--- config.mk ---
export PLATFORM = sky130hd
export DESIGN_NAME = comfsm_top
export DESIGN_NICKNAME = d
export VERILOG_FILES = /design/src/comfsm_pkg.sv /design/src/comfsm_top.sv
export SDC_FILE = /design/constraint.sdc
export NUM_CORES = 1
export LEC_CHECK = 0
export ABC_AREA = 1
export BUFFER_PORTS_ARGS = -buffer_cell sky130_fd_sc_hd__buf_2
export CAP_MARGIN = 10
export CORE_UTILIZATION = 54
export DETAILED_ROUTE_END_ITERATION = 8
export GPL_TIMING_DRIVEN = 0
export PLACE_DENSITY_LB_ADDON = 0.08
export SYNTH_ARGS = -nofsm -noshare
export SYNTH_HDL_FRONTEND = slang
export SYNTH_SLANG_ARGS = --single-unit
--- constraint.sdc ---
create_clock -name hclk -period 1.6 [get_ports hclk]
set_input_delay 0.24 -clock hclk [delete_from_list [all_inputs] [get_ports hclk]]
set_output_delay 0.24 -clock hclk [all_outputs]
set_load 0.01 [all_outputs]
--- src/comfsm_pkg.sv ---
package comfsm_pkg;
    // ****************************************************************
    // Register map (byte addresses)
    // ****************************************************************
    localparam logic [7:0] ADDR_CTRL = 8'h00;
    localparam logic [7:0] ADDR_STATUS = 8'h04;
    localparam logic [7:0] ADDR_BKPT = 8'h08;
    localparam logic [7:0] ADDR_CYCLES = 8'h0C;

    // CTRL bits (write 1 = one-cycle command, except bit 5 which is stored)
    localparam int CTRL_RUN = 0;
    localparam int CTRL_STOP = 1;
    localparam int CTRL_STEP = 2;
    localparam int CTRL_RESUME = 3;
    localparam int CTRL_OVERALL_RESET = 4;
    localparam int CTRL_COLD_PRESENT = 5;

    // STATUS fields
    localparam int STAT_MODE_LSB = 0;
    localparam int STAT_LOCK = 2;
    localparam int STAT_WDOG_LATCH = 3;
    localparam int STAT_YELLOW = 4;
    localparam int STAT_GREEN = 5;
    localparam int STAT_RED = 6;
    localparam int STAT_STEP_REJ = 7;
    localparam int STAT_COLD_PRESENT = 8;

    localparam int BKPT_MAX = 3;
    localparam int BKPT_STEP_LIMIT = 2;

    // ****************************************************************
    // Timing
    // ****************************************************************
    localparam longint CLK_HZ = 100_000_000;
    localparam longint GREEN_MIN_MS = 3000;
    localparam longint GREEN_MIN_CYC = GREEN_MIN_MS * (CLK_HZ / 1000);
    localparam longint HOLD_BLINK_HZ = 1;
    localparam longint HOLD_HALF_CYC = CLK_HZ / (2 * HOLD_BLINK_HZ);
    localparam longint PON_BLINK_MS = 2000;
    localparam longint PON_BLINK_CYC = PON_BLINK_MS * (CLK_HZ / 1000);
    localparam longint FAST_HALF_MS = 250;
    localparam longint FAST_HALF_CYC = FAST_HALF_MS * (CLK_HZ / 1000);

    typedef enum logic [1:0] {
        MODE_STOP,
        MODE_STARTUP,
        MODE_RUN,
        MODE_HOLD
    } comfsm_mode_t;
endpackage : comfsm_pkg

--- src/comfsm_top.sv ---
// Local design decisions: the register addresses and the AHB-Lite interface to the registers.
`timescale 1ns/10ps
// Notes on behaviour
// RULE_01 - Four modes: stop, startup, run, hold
// RULE_02 - Stop keeps program sequencer idle
// RULE_03 - Stop retains counters, timers, images
// RULE_04 - Stop asserts command output lock
// RULE_05 - Stop lights yellow steadily
// RULE_06 - After power-on yellow blinks briefly
// RULE_07 - Stop to run passes warm start
// RULE_08 - Warm start has no time supervision
// RULE_09 - Startup keeps output lock asserted
// RULE_10 - Green blinks at least three seconds
// RULE_11 - Run lights green steadily
// RULE_12 - Watchdog stop needs cold start routine
// RULE_13 - Overall reset or reload clears watchdog
// RULE_14 - Run executes main routine each cycle
// RULE_15 - Run keeps timers active, refreshes image; code clears and reads the image only once, on entering run
// RULE_16 - Run releases command output lock
// RULE_17 - At most three breakpoints defined
// RULE_18 - Breakpoint hit enters hold; step/resume
// RULE_19 - Hold: red on, green 1 Hz
// RULE_20 - Hold freezes program, timers; clock runs
// RULE_21 - Hold locks outputs, keeps connections
// RULE_22 - Over two breakpoints rejects single step
// RULE_23 - Cycle: clear outputs, read inputs, main; code enables main with the clear, one cycle before the input read
// RULE_24 - Reset to stop; change on events only
module comfsm_top #(
    parameter longint GREEN_MIN_CYCLES = comfsm_pkg::GREEN_MIN_CYC,
    parameter longint HOLD_HALF_CYCLES = comfsm_pkg::HOLD_HALF_CYC,
    parameter longint PON_BLINK_CYCLES = comfsm_pkg::PON_BLINK_CYC,
    parameter longint FAST_HALF_CYCLES = comfsm_pkg::FAST_HALF_CYC
) (
    input wire logic hclk, // System clock
    input wire logic hresetn, // Async reset, active low
    input wire logic hsel, // Slave select
    input wire logic [31:0] haddr, // Address
    input wire logic [1:0] htrans, // Transfer type
    input wire logic hwrite, // Write
    input wire logic [2:0] hsize, // Size
    input wire logic [31:0] hwdata, // Write data
    input wire logic hready, // Bus ready
    output logic [31:0] hrdata, // Read data
    output logic hreadyout, // Slave ready
    output logic hresp, // Response
    input wire logic run_req, // Run request pulse
    input wire logic stop_req, // Stop request pulse
    input wire logic watchdog_err, // Watchdog error pulse
    input wire logic warm_start_done, // Warm start routine finished
    input wire logic warm_start_err, // Warm start error, go stop
    input wire logic bkpt_hit, // Breakpoint reached in run
    input wire logic step_done, // Single statement executed
    output logic command_output_lock, // Outputs disabled
    output logic warm_start_routine, // Warm start invoke level
    output logic cyclic_main_routine, // Main routine enabled
    output logic output_image_clear, // Clear output image pulse
    output logic input_image_read, // Read input image pulse
    output logic program_timers_run, // Program timers/counters active
    output logic step_exec, // Execute one statement pulse
    output logic led_yellow, // Yellow status LED
    output logic led_green, // Green status LED
    output logic led_red, // Red status LED
    output logic [1:0] mode // Current mode
);
    // ****************************************************************
    // Bus slave
    // ****************************************************************
    logic wr_pend_ff;
    logic [7:0] wr_addr_ff;
    logic rd_pend_ff;
    logic [7:0] rd_addr_ff;
    logic addr_ok;
    logic [1:0] bkpt_count_ff;
    logic cold_present_ff;
    logic wdog_latch_ff;
    logic step_rej_ff;
    logic [31:0] cycle_count_ff;
    comfsm_pkg::comfsm_mode_t mode_ff;
    logic cmd_run, cmd_stop, cmd_step, cmd_resume, cmd_ovr;
    logic led_yellow_ff, led_green_ff, led_red_ff;

    assign addr_ok = hsel && hready && htrans[1];
    assign hreadyout = 1'b1;
    assign hresp = 1'b0;

    always_ff @(posedge hclk or negedge hresetn)
    begin
        if (!hresetn)
        begin
            wr_pend_ff <= 1'b0;
            rd_pend_ff <= 1'b0;
            wr_addr_ff <= 8'h00;
            rd_addr_ff <= 8'h00;
        end
        else
        begin
            wr_pend_ff <= addr_ok && hwrite;
            rd_pend_ff <= addr_ok && !hwrite;
            if (addr_ok)
            begin
                wr_addr_ff <= haddr[7:0];
                rd_addr_ff <= haddr[7:0];
            end
        end
    end

    logic wr_ctrl;
    assign wr_ctrl = wr_pend_ff && (wr_addr_ff == comfsm_pkg::ADDR_CTRL);
    assign cmd_run = (wr_ctrl && hwdata[comfsm_pkg::CTRL_RUN]) || run_req;
    assign cmd_stop = (wr_ctrl && hwdata[comfsm_pkg::CTRL_STOP]) || stop_req;
    assign cmd_step = (wr_ctrl && hwdata[comfsm_pkg::CTRL_STEP]);
    assign cmd_resume = (wr_ctrl && hwdata[comfsm_pkg::CTRL_RESUME]);
    assign cmd_ovr = (wr_ctrl && hwdata[comfsm_pkg::CTRL_OVERALL_RESET]);

    always_ff @(posedge hclk or negedge hresetn)
    begin
        if (!hresetn)
        begin
            cold_present_ff <= 1'b0;
            bkpt_count_ff <= 2'h0;
        end
        else
        begin
            if (wr_ctrl)
                cold_present_ff <= hwdata[comfsm_pkg::CTRL_COLD_PRESENT];
            // RULE_17 breakpoint count clamp
            if (wr_pend_ff && wr_addr_ff == comfsm_pkg::ADDR_BKPT)
                bkpt_count_ff <= (hwdata > 32'(comfsm_pkg::BKPT_MAX)) ?
                    2'(comfsm_pkg::BKPT_MAX) : hwdata[1:0];
        end
    end

    always_ff @(posedge hclk or negedge hresetn)
    begin
        if (!hresetn)
            hrdata <= 32'h00000000;
        else if (addr_ok && !hwrite)
        begin
            case (haddr[7:0])
                comfsm_pkg::ADDR_CTRL:
                    hrdata <= {26'h0, cold_present_ff, 5'h00};
                comfsm_pkg::ADDR_STATUS:
                    hrdata <= {23'h0, cold_present_ff, step_rej_ff, led_red_ff,
                        led_green_ff, led_yellow_ff, wdog_latch_ff,
                        command_output_lock, mode_ff};
                comfsm_pkg::ADDR_BKPT:
                    hrdata <= {30'h0, bkpt_count_ff};
                comfsm_pkg::ADDR_CYCLES:
                    hrdata <= cycle_count_ff;
                default:
                    hrdata <= 32'h00000000;
            endcase
        end
    end

    // ****************************************************************
    // Mode state machine
    // ****************************************************************
    logic step_allowed;
    // RULE_22 single step needs two or fewer
    assign step_allowed = bkpt_count_ff <= 2'(comfsm_pkg::BKPT_STEP_LIMIT);

    // RULE_12 watchdog latch, set wins
    always_ff @(posedge hclk or negedge hresetn)
    begin
        if (!hresetn)
            wdog_latch_ff <= 1'b0;
        else if (watchdog_err)
            wdog_latch_ff <= 1'b1;
        // RULE_13 overall reset clears
        else if (cmd_ovr)
            wdog_latch_ff <= 1'b0;
        else if (mode_ff == comfsm_pkg::MODE_STARTUP && warm_start_done)
            wdog_latch_ff <= 1'b0;
    end

    always_ff @(posedge hclk or negedge hresetn)
    begin
        if (!hresetn)
            step_rej_ff <= 1'b0;
        else if (mode_ff == comfsm_pkg::MODE_HOLD && cmd_step && !step_allowed)
            step_rej_ff <= 1'b1;
        else if (wr_ctrl || mode_ff != comfsm_pkg::MODE_HOLD)
            step_rej_ff <= 1'b0;
    end

    // RULE_01 four mode states
    // RULE_24 reset to stop, events only
    always_ff @(posedge hclk or negedge hresetn)
    begin
        if (!hresetn)
            mode_ff <= comfsm_pkg::MODE_STOP;
        else if (watchdog_err || cmd_stop)
            mode_ff <= comfsm_pkg::MODE_STOP;
        else
        begin
            case (mode_ff)
                comfsm_pkg::MODE_STOP:
                    // RULE_07 run goes via startup
                    if (cmd_run && (!wdog_latch_ff || cold_present_ff))
                        mode_ff <= comfsm_pkg::MODE_STARTUP;
                // RULE_08 no time supervision here
                comfsm_pkg::MODE_STARTUP:
                    if (warm_start_err)
                        mode_ff <= comfsm_pkg::MODE_STOP;
                    else if (warm_start_done)
                        mode_ff <= comfsm_pkg::MODE_RUN;
                comfsm_pkg::MODE_RUN:
                    // RULE_18 breakpoint enters hold
                    if (bkpt_hit && bkpt_count_ff != 2'h0)
                        mode_ff <= comfsm_pkg::MODE_HOLD;
                comfsm_pkg::MODE_HOLD:
                    if (cmd_resume)
                        mode_ff <= comfsm_pkg::MODE_RUN;
                default:
                    mode_ff <= comfsm_pkg::MODE_STOP;
            endcase
        end
    end

    // ****************************************************************
    // Program sequencing
    // ****************************************************************
    logic run_enter;
    logic step_ff;
    logic step_busy_ff;
    assign run_enter = mode_ff == comfsm_pkg::MODE_STARTUP && warm_start_done
        && !warm_start_err && !watchdog_err && !cmd_stop;

    // RULE_23 clear outputs then read inputs
    always_ff @(posedge hclk or negedge hresetn)
    begin
        if (!hresetn)
        begin
            output_image_clear <= 1'b0;
            input_image_read <= 1'b0;
        end
        else
        begin
            output_image_clear <= run_enter;
            input_image_read <= output_image_clear;
        end
    end

    always_ff @(posedge hclk or negedge hresetn)
    begin
        if (!hresetn)
        begin
            step_ff <= 1'b0;
            step_busy_ff <= 1'b0;
        end
        else
        begin
            // RULE_18 one step per request
            step_ff <= mode_ff == comfsm_pkg::MODE_HOLD && cmd_step
                && step_allowed && !step_busy_ff;
            if (step_ff)
                step_busy_ff <= 1'b1;
            else if (step_done || mode_ff != comfsm_pkg::MODE_HOLD)
                step_busy_ff <= 1'b0;
        end
    end
    assign step_exec = step_ff;

    // RULE_14 count main routine passes
    // One pass per clock in run; there is no end-of-pass input to count on
    always_ff @(posedge hclk or negedge hresetn)
    begin
        if (!hresetn)
            cycle_count_ff <= 32'h00000000;
        else if (mode_ff == comfsm_pkg::MODE_RUN)
            cycle_count_ff <= cycle_count_ff + 32'h00000001;
    end

    // RULE_02 sequencer idle in stop
    // RULE_20 hold freezes program levels
    assign cyclic_main_routine = mode_ff == comfsm_pkg::MODE_RUN;
    assign warm_start_routine = mode_ff == comfsm_pkg::MODE_STARTUP;
    // RULE_15 timers active only in run
    // RULE_03 nothing cleared entering stop
    assign program_timers_run = mode_ff == comfsm_pkg::MODE_RUN;
    // RULE_04 lock in stop
    // RULE_09 lock in startup
    // RULE_16 unlock in run
    // RULE_21 lock in hold, links untouched
    assign command_output_lock = mode_ff != comfsm_pkg::MODE_RUN;
    assign mode = mode_ff;

    // ****************************************************************
    // Status LEDs
    // ****************************************************************
    logic [31:0] pon_cnt_ff;
    logic [31:0] fast_cnt_ff;
    logic fast_ph_ff;
    logic [31:0] green_cnt_ff;
    logic [31:0] hold_cnt_ff;
    logic hold_ph_ff;

    // RULE_06 power-on blink window
    always_ff @(posedge hclk or negedge hresetn)
    begin
        if (!hresetn)
        begin
            pon_cnt_ff <= 32'h00000000;
            fast_cnt_ff <= 32'h00000000;
            fast_ph_ff <= 1'b0;
        end
        else
        begin
            if (pon_cnt_ff < 32'(PON_BLINK_CYCLES))
                pon_cnt_ff <= pon_cnt_ff + 32'h00000001;
            if (fast_cnt_ff >= 32'(FAST_HALF_CYCLES - 1))
            begin
                fast_cnt_ff <= 32'h00000000;
                fast_ph_ff <= !fast_ph_ff;
            end
            else
                fast_cnt_ff <= fast_cnt_ff + 32'h00000001;
        end
    end

    // RULE_10 green blink minimum window
    always_ff @(posedge hclk or negedge hresetn)
    begin
        if (!hresetn)
            green_cnt_ff <= 32'h00000000;
        else if (mode_ff == comfsm_pkg::MODE_STOP && cmd_run
            && (!wdog_latch_ff || cold_present_ff) && !watchdog_err && !cmd_stop)
            green_cnt_ff <= 32'(GREEN_MIN_CYCLES);
        else if (green_cnt_ff != 32'h00000000)
            green_cnt_ff <= green_cnt_ff - 32'h00000001;
    end

    // RULE_19 one hertz hold blink
    always_ff @(posedge hclk or negedge hresetn)
    begin
        if (!hresetn)
        begin
            hold_cnt_ff <= 32'h00000000;
            hold_ph_ff <= 1'b0;
        end
        else if (hold_cnt_ff >= 32'(HOLD_HALF_CYCLES - 1))
        begin
            hold_cnt_ff <= 32'h00000000;
            hold_ph_ff <= !hold_ph_ff;
        end
        else
            hold_cnt_ff <= hold_cnt_ff + 32'h00000001;
    end

    always_ff @(posedge hclk or negedge hresetn)
    begin
        if (!hresetn)
        begin
            led_yellow_ff <= 1'b0;
            led_green_ff <= 1'b0;
            led_red_ff <= 1'b0;
        end
        else
        begin
            // RULE_05 yellow steady in stop
            led_yellow_ff <= mode_ff == comfsm_pkg::MODE_STOP &&
                (pon_cnt_ff >= 32'(PON_BLINK_CYCLES) || fast_ph_ff);
            led_red_ff <= mode_ff == comfsm_pkg::MODE_HOLD;
            if (mode_ff == comfsm_pkg::MODE_HOLD)
                led_green_ff <= hold_ph_ff;
            else if (green_cnt_ff != 32'h00000000 || mode_ff == comfsm_pkg::MODE_STARTUP)
                led_green_ff <= fast_ph_ff;
            else
                // RULE_11 green steady in run
                led_green_ff <= mode_ff == comfsm_pkg::MODE_RUN;
        end
    end
    assign led_yellow = led_yellow_ff;
    assign led_green = led_green_ff;
    assign led_red = led_red_ff;
endmodule : comfsm_top

; Yosys cells after proc, flatten, opt, wreduce, memory -nomap -nowiden
; Index checks and enable logic that the tools add are counted.
; Widths: inputs -> output; s select.
[totals]
ff_bits = 217
in_bits = 81
output_inout_bits = 46
[op_classes]
addsub = 5
order_cmp = 6
eq_ne = 13
mux = 22
n_reduce_logical = 53
[ops]
columns = operator, n
row1 = $add 32x1->32 const B, 4
row2 = $mux 32, 4
row3 = $pmux 32 s4, 1
row4 = $ge 32x25->1 const B, 1
row5 = $ge 32x26->1 const B, 1
row6 = $ge 32x28->1 const B, 1
row7 = $gt 32x2->1 const B, 1
row8 = $lt 32x28->1 const B, 1
row9 = $reduce_bool 32->1, 1
row10 = $sub 32x1->32 const B, 1
row11 = $logic_and 1x1->1, 26
row12 = $eq 8x4->1 const B, 3
row13 = $logic_not 8->1, 2
row14 = $mux 2, 7
row15 = $logic_not 1->1, 9
row16 = $mux 1, 9
row17 = $eq 8x3->1 const B, 1
row18 = $logic_or 1x1->1, 8
row19 = $pmux 2 s4, 1
row20 = $reduce_bool 2->1, 4
row21 = $ne 3x3->1 const B, 2
row22 = $eq 2x2->1 const B, 2
row23 = $ne 2x2->1 const B, 2
row24 = $ne 4x3->1 const B, 1
row25 = other kinds (6), 6

; Depth between registers and ports, before layout
[logic_depth]
ltp_word = 9
mapped_depth = 11

; Worst setup path after synthesis
; No wires, ideal clock.
[synth_timing]
path_type = reg-to-reg
startpoint = register green_cnt_ff[0]
endpoint = register green_cnt_ff[10]
setup_time_ns = 0.122
arrival_time_ns = 1.466
path_slack_ns = 0.011
stages_incl_launch_ff = 9
period_less_slack_ns = 1.589
cell_sequence = dfrtp_1 -> inv_1 -> ha_1 -> nand2_2 -> nor2_2 -> nand2_2 -> nor2_4 -> buf_4 -> nor3_2
[synth_via]
elab_chain_len = 3
[synth_rtl]
columns = item, line
row1 = start: declaration, comfsm_top.sv:295  ; logic [31:0] green_cnt_ff;
row2 = start signal: assignment, comfsm_top.sv:329  ; green_cnt_ff <= 32'(GREEN_MIN_CYCLES);
row3 = start signal: assignment, comfsm_top.sv:331  ; green_cnt_ff <= green_cnt_ff - 32'h00000001;
row4 = $sub 32x1->32, comfsm_top.sv:331
row5 = $mux 32, comfsm_top.sv:330  ; else if (green_cnt_ff != 32'h00000000)
row6 = $mux 32, comfsm_top.sv:327  ; else if (mode_ff == comfsm_pkg::MODE_STOP && cmd_run
; Several ways; a longest one is shown, not always the timed one. The select of a mux whose other input is x is not followed.
; A chain may end at the register's enable or synchronous reset.

; Worst setup path in the final report
[layout_timing]
startpoint = register mode_ff[1], in the netlist mode[1]
endpoint = output port program_timers_run
[layout_via]
elab_chain_len = 1
[layout_rtl]
columns = item, line
row1 = start: declaration, comfsm_top.sv:78  ; comfsm_pkg::comfsm_mode_t mode_ff;
row2 = start signal: assignment, comfsm_top.sv:192  ; mode_ff <= comfsm_pkg::MODE_STOP;
row3 = start signal: assignment, comfsm_top.sv:194  ; mode_ff <= comfsm_pkg::MODE_STOP;
row4 = start signal: assignment, comfsm_top.sv:201  ; mode_ff <= comfsm_pkg::MODE_STARTUP;
row5 = $eq 2x2->1, comfsm_top.sv:281  ; assign program_timers_run = mode_ff == comfsm_pkg::MODE_RUN;
row6 = end: declaration, comfsm_top.sv:58  ; output logic program_timers_run,
; No other way between the ends.

==> results.py <==
metrics = {
    "status": {
        "status": "finished with violations",
        "violations": "negative setup slack",
    },
    "detailed_routing": {
        "first_pass_iters": 5,
        "vias": 10930,
        "dr.first_iter.drc_count": 605,
        "wl_per_cell_um": 15.96,
        "vias_per_cell": 5.349,
        "postRouteAntennaNets": 0,
        "routed_wl_um": 32630,
        "drc": 0,
    },
    "global_routing": {
        "grt.met3_usage_pct": 3.639,
        "use_met1_pct": 36.33,
        "grt_pass1_wl_um": 48850,
        "grtUsageTotal_pct": 27.45,
        "grt_pass1_vias": 9949,
        "grt_antenna_before_repair": 2,
        "grt_most_used_layer": "met2",
        "use_met2_pct": 46.62,
        "grt_overflow": 0,
        "grt_max_degree": 95,
    },
    "power_and_ir_drop": {
        "power.density_nw_per_um2": 839.6,
        "p_total_mw": 13.11,
        "ir_drop_mv": 0.9157,
        "leakage_nw": 7.334,
    },
    "floorplanning": {
        "start_util_pct": 55.43,
        "die_h_um": 149.4,
        "core-area_sq_um": 21150,
        "ios": 127,
        "rows": 53,
        "die_x_um": 149.4,
        "dieArea_sq_um": 22310,
    },
    "worst_setup_path": {
        "worstSetupEndpointType": "output pin",
        "crit_path_max_fanout": 4,
        "arrival_ns": 1.55,
        "crit_required_ns": 1.36,
        "reg2reg_depth": 11,
        "worstSetupStartpointType": "register",
        "path_class": "register to output pin",
        "r2r_slack_ns": -0.07,
        "r2r_start": "wr_addr_ff[0]",
        "rr_endpoint": "green_cnt_ff[1]",
    },
    "timing": {
        "whs_ns": 0.01744,
        "fin_worst_skew_ns": 0.008156,
        "hold_violations": 0,
        "fin_ws_ns": -0.1889,
        "rsz0062_at_grt": "yes",
        "finalSetupViolCount": 28,
        "slew_viol_final": 0,
        "fmax_ghz": 0.5590,
        "setup_tns_ns": -1.441,
        "post-route-period-util_pct": 111.8,
        "min_period_ns": 1.789,
    },
    "synthesis": {
        "yosys_warnings": 0,
        "avgSynthCellArea_sq_um": 7.807,
        "synth_edf_count": 0,
        "ys_types": 46,
        "ys_ff_latch": 217,
        "postSynth.asyncResetShare_pct": 100.0,
        "synthFlopType": "dfrtp_1",
        "synth_cells": 1502,
        "syn_area_sq_um": 11730,
        "yosysSeqAreaShare_pct": 46.31,
    },
    "cells_and_area": {
        "mostFrequentLayoutCell": "nand2_1",
        "layout_common_cells": "nand2_1, dfrtp_1, nor2_1",
        "final.fill_count": 1562,
        "area_growth_pct": 33.19,
        "drive_above_1_share_pct": 31.79,
        "nets": 1840,
    },
    "worst_hold_path": {
        "min-delay-path-class": "primary input to register",
        "min_to": "output_image_clear",
        "hp-start": "stop_req",
        "min_path_cells": 4,
    },
    "clock_tree": {
        "clockBufferDepth": 3,
        "cts_tree": "built",
        "root_buffer": "clkbuf_16",
        "clock-sinks": 217,
        "clk_pin_slew_ns": 0.06,
        "cts_buffers": 25,
        "insertion_delay_ns": 0.52,
        "htreeDepth": 1,
    },
    "place": {
        "gp_congestion": 0.9003,
        "dpl.hpwl_um": 20900,
        "io_buffer_count": 96,
    },
    "run": {
        "cap_violations": 0,
    },
}
worst max-delay path by stage:
stage,from,slack [ns],cells past startpoint,endpoint
4_1_cts,mode[1],-0.19,6,program_timers_run
3_3_place_gp,hresetn,-3.48,1,green_cnt_ff[21]
6_report,mode[1],-0.19,6,program_timers_run
2_1_floorplan,green_cnt_ff[0],0.01,8,green_cnt_ff[10]
3_5_place_dp,green_cnt_ff[0],-0.34,8,green_cnt_ff[25]
5_1_grt,mode[1],-0.22,6,program_timers_run
worst max-delay path, stage by stage, from the launching register on:
cell and delay, ns:
dfrtp_1 0.40, inv_2 0.10, nor2_4 0.05, buf_6 0.13
clkbuf_16 0.14, buf_6 0.10, buf_6 0.11
sequential cells by signal (all words and copies together) (netlist names), 8 cells and up:
signal          cells
wr_addr_ff          8
green_cnt_ff       32
hrdata             32
pon_cnt_ff         32
hold_cnt_ff        32
cycle_count_ff     32
fast_cnt_ff        32
per-stage QoR:
step	setup WS (ns)	cell area (sq um)	std cells	utilization [%]
2_1_floorplan	0.01146	11780	1515	-
3_3_place_gp	-3.481	12600	1886	59.56
3_5_place_dp	-0.3366	12660	1888	59.87
4_1_cts	-0.1883	14260	1983	67.40
5_1_grt	-0.2156	15620	2043	73.82
6_report	-0.1889	15620	2044	73.83
report_power, final:
part | internal [mW] | switching, mW
logic | 0.695 | 0.969
registers | 5.73 | 0.296
clock network | 3.20 | 2.23
total | 9.62 | 3.49
synth_stat cells, types with 15 or more instances:
cell type	n	share of area, %
o21ai_0	31	1.3
nand3_1	104	4.4
nor2_1	239	7.7
nand2_1	407	13
inv_1	157	5.0
nor3_2	19	1.6
nor3_1	47	2.0
a22o_1	23	1.7
dfrtp_1	217	46
xor2_1	69	5.2
xnor2_1	21	1.6
nor2_2	15	0.80
nand4_1	34	1.8
cells by family after synthesis:
family,share of synthesized area (%)
simple gates,34.55
flops,46.31
buf+inv,6.946
xor+xnor,6.722
compound gates,4.770
fa+ha+maj,0.6402
other cells,0.06404
metal layers:
| metal | part of all wire (%) | vias to the layer above |
|---|---|---|
| li1 | - | 5274 |
| met4 | 3.4 | 2 |
| met1 | 41 | 5222 |
| met3 | 5.5 | 88 |
| met2 | 50 | 348 |
| met5 | 0.025 | - |
repair_timing:
item                                    in CTS  in global routing
pin swaps                                   28                 90
endpoints found under the setup margin     127                147
buffers inserted                            40                 59
gates cloned                                 6                  6
gates resized for setup                     94                274
endpoints found under the hold margin       49                  0
hold buffers                                 7                  0
layout make-up:
type                       count  area [sq um]  share of cell area, %
antenna                        1         2.502                0.01602
buffer                        28         274.0                  1.754
clock buffer                  35         703.2                  4.502
clock inverter                 7         66.31                 0.4246
inverter                     162         613.1                  3.925
multi-input combinational   1106          6566                  42.04
sequential                   217          5460                  34.96
tap                          275         344.1                  2.203
timing repair buffer         213          1589                  10.17
(Power assumes the default switching activity.)
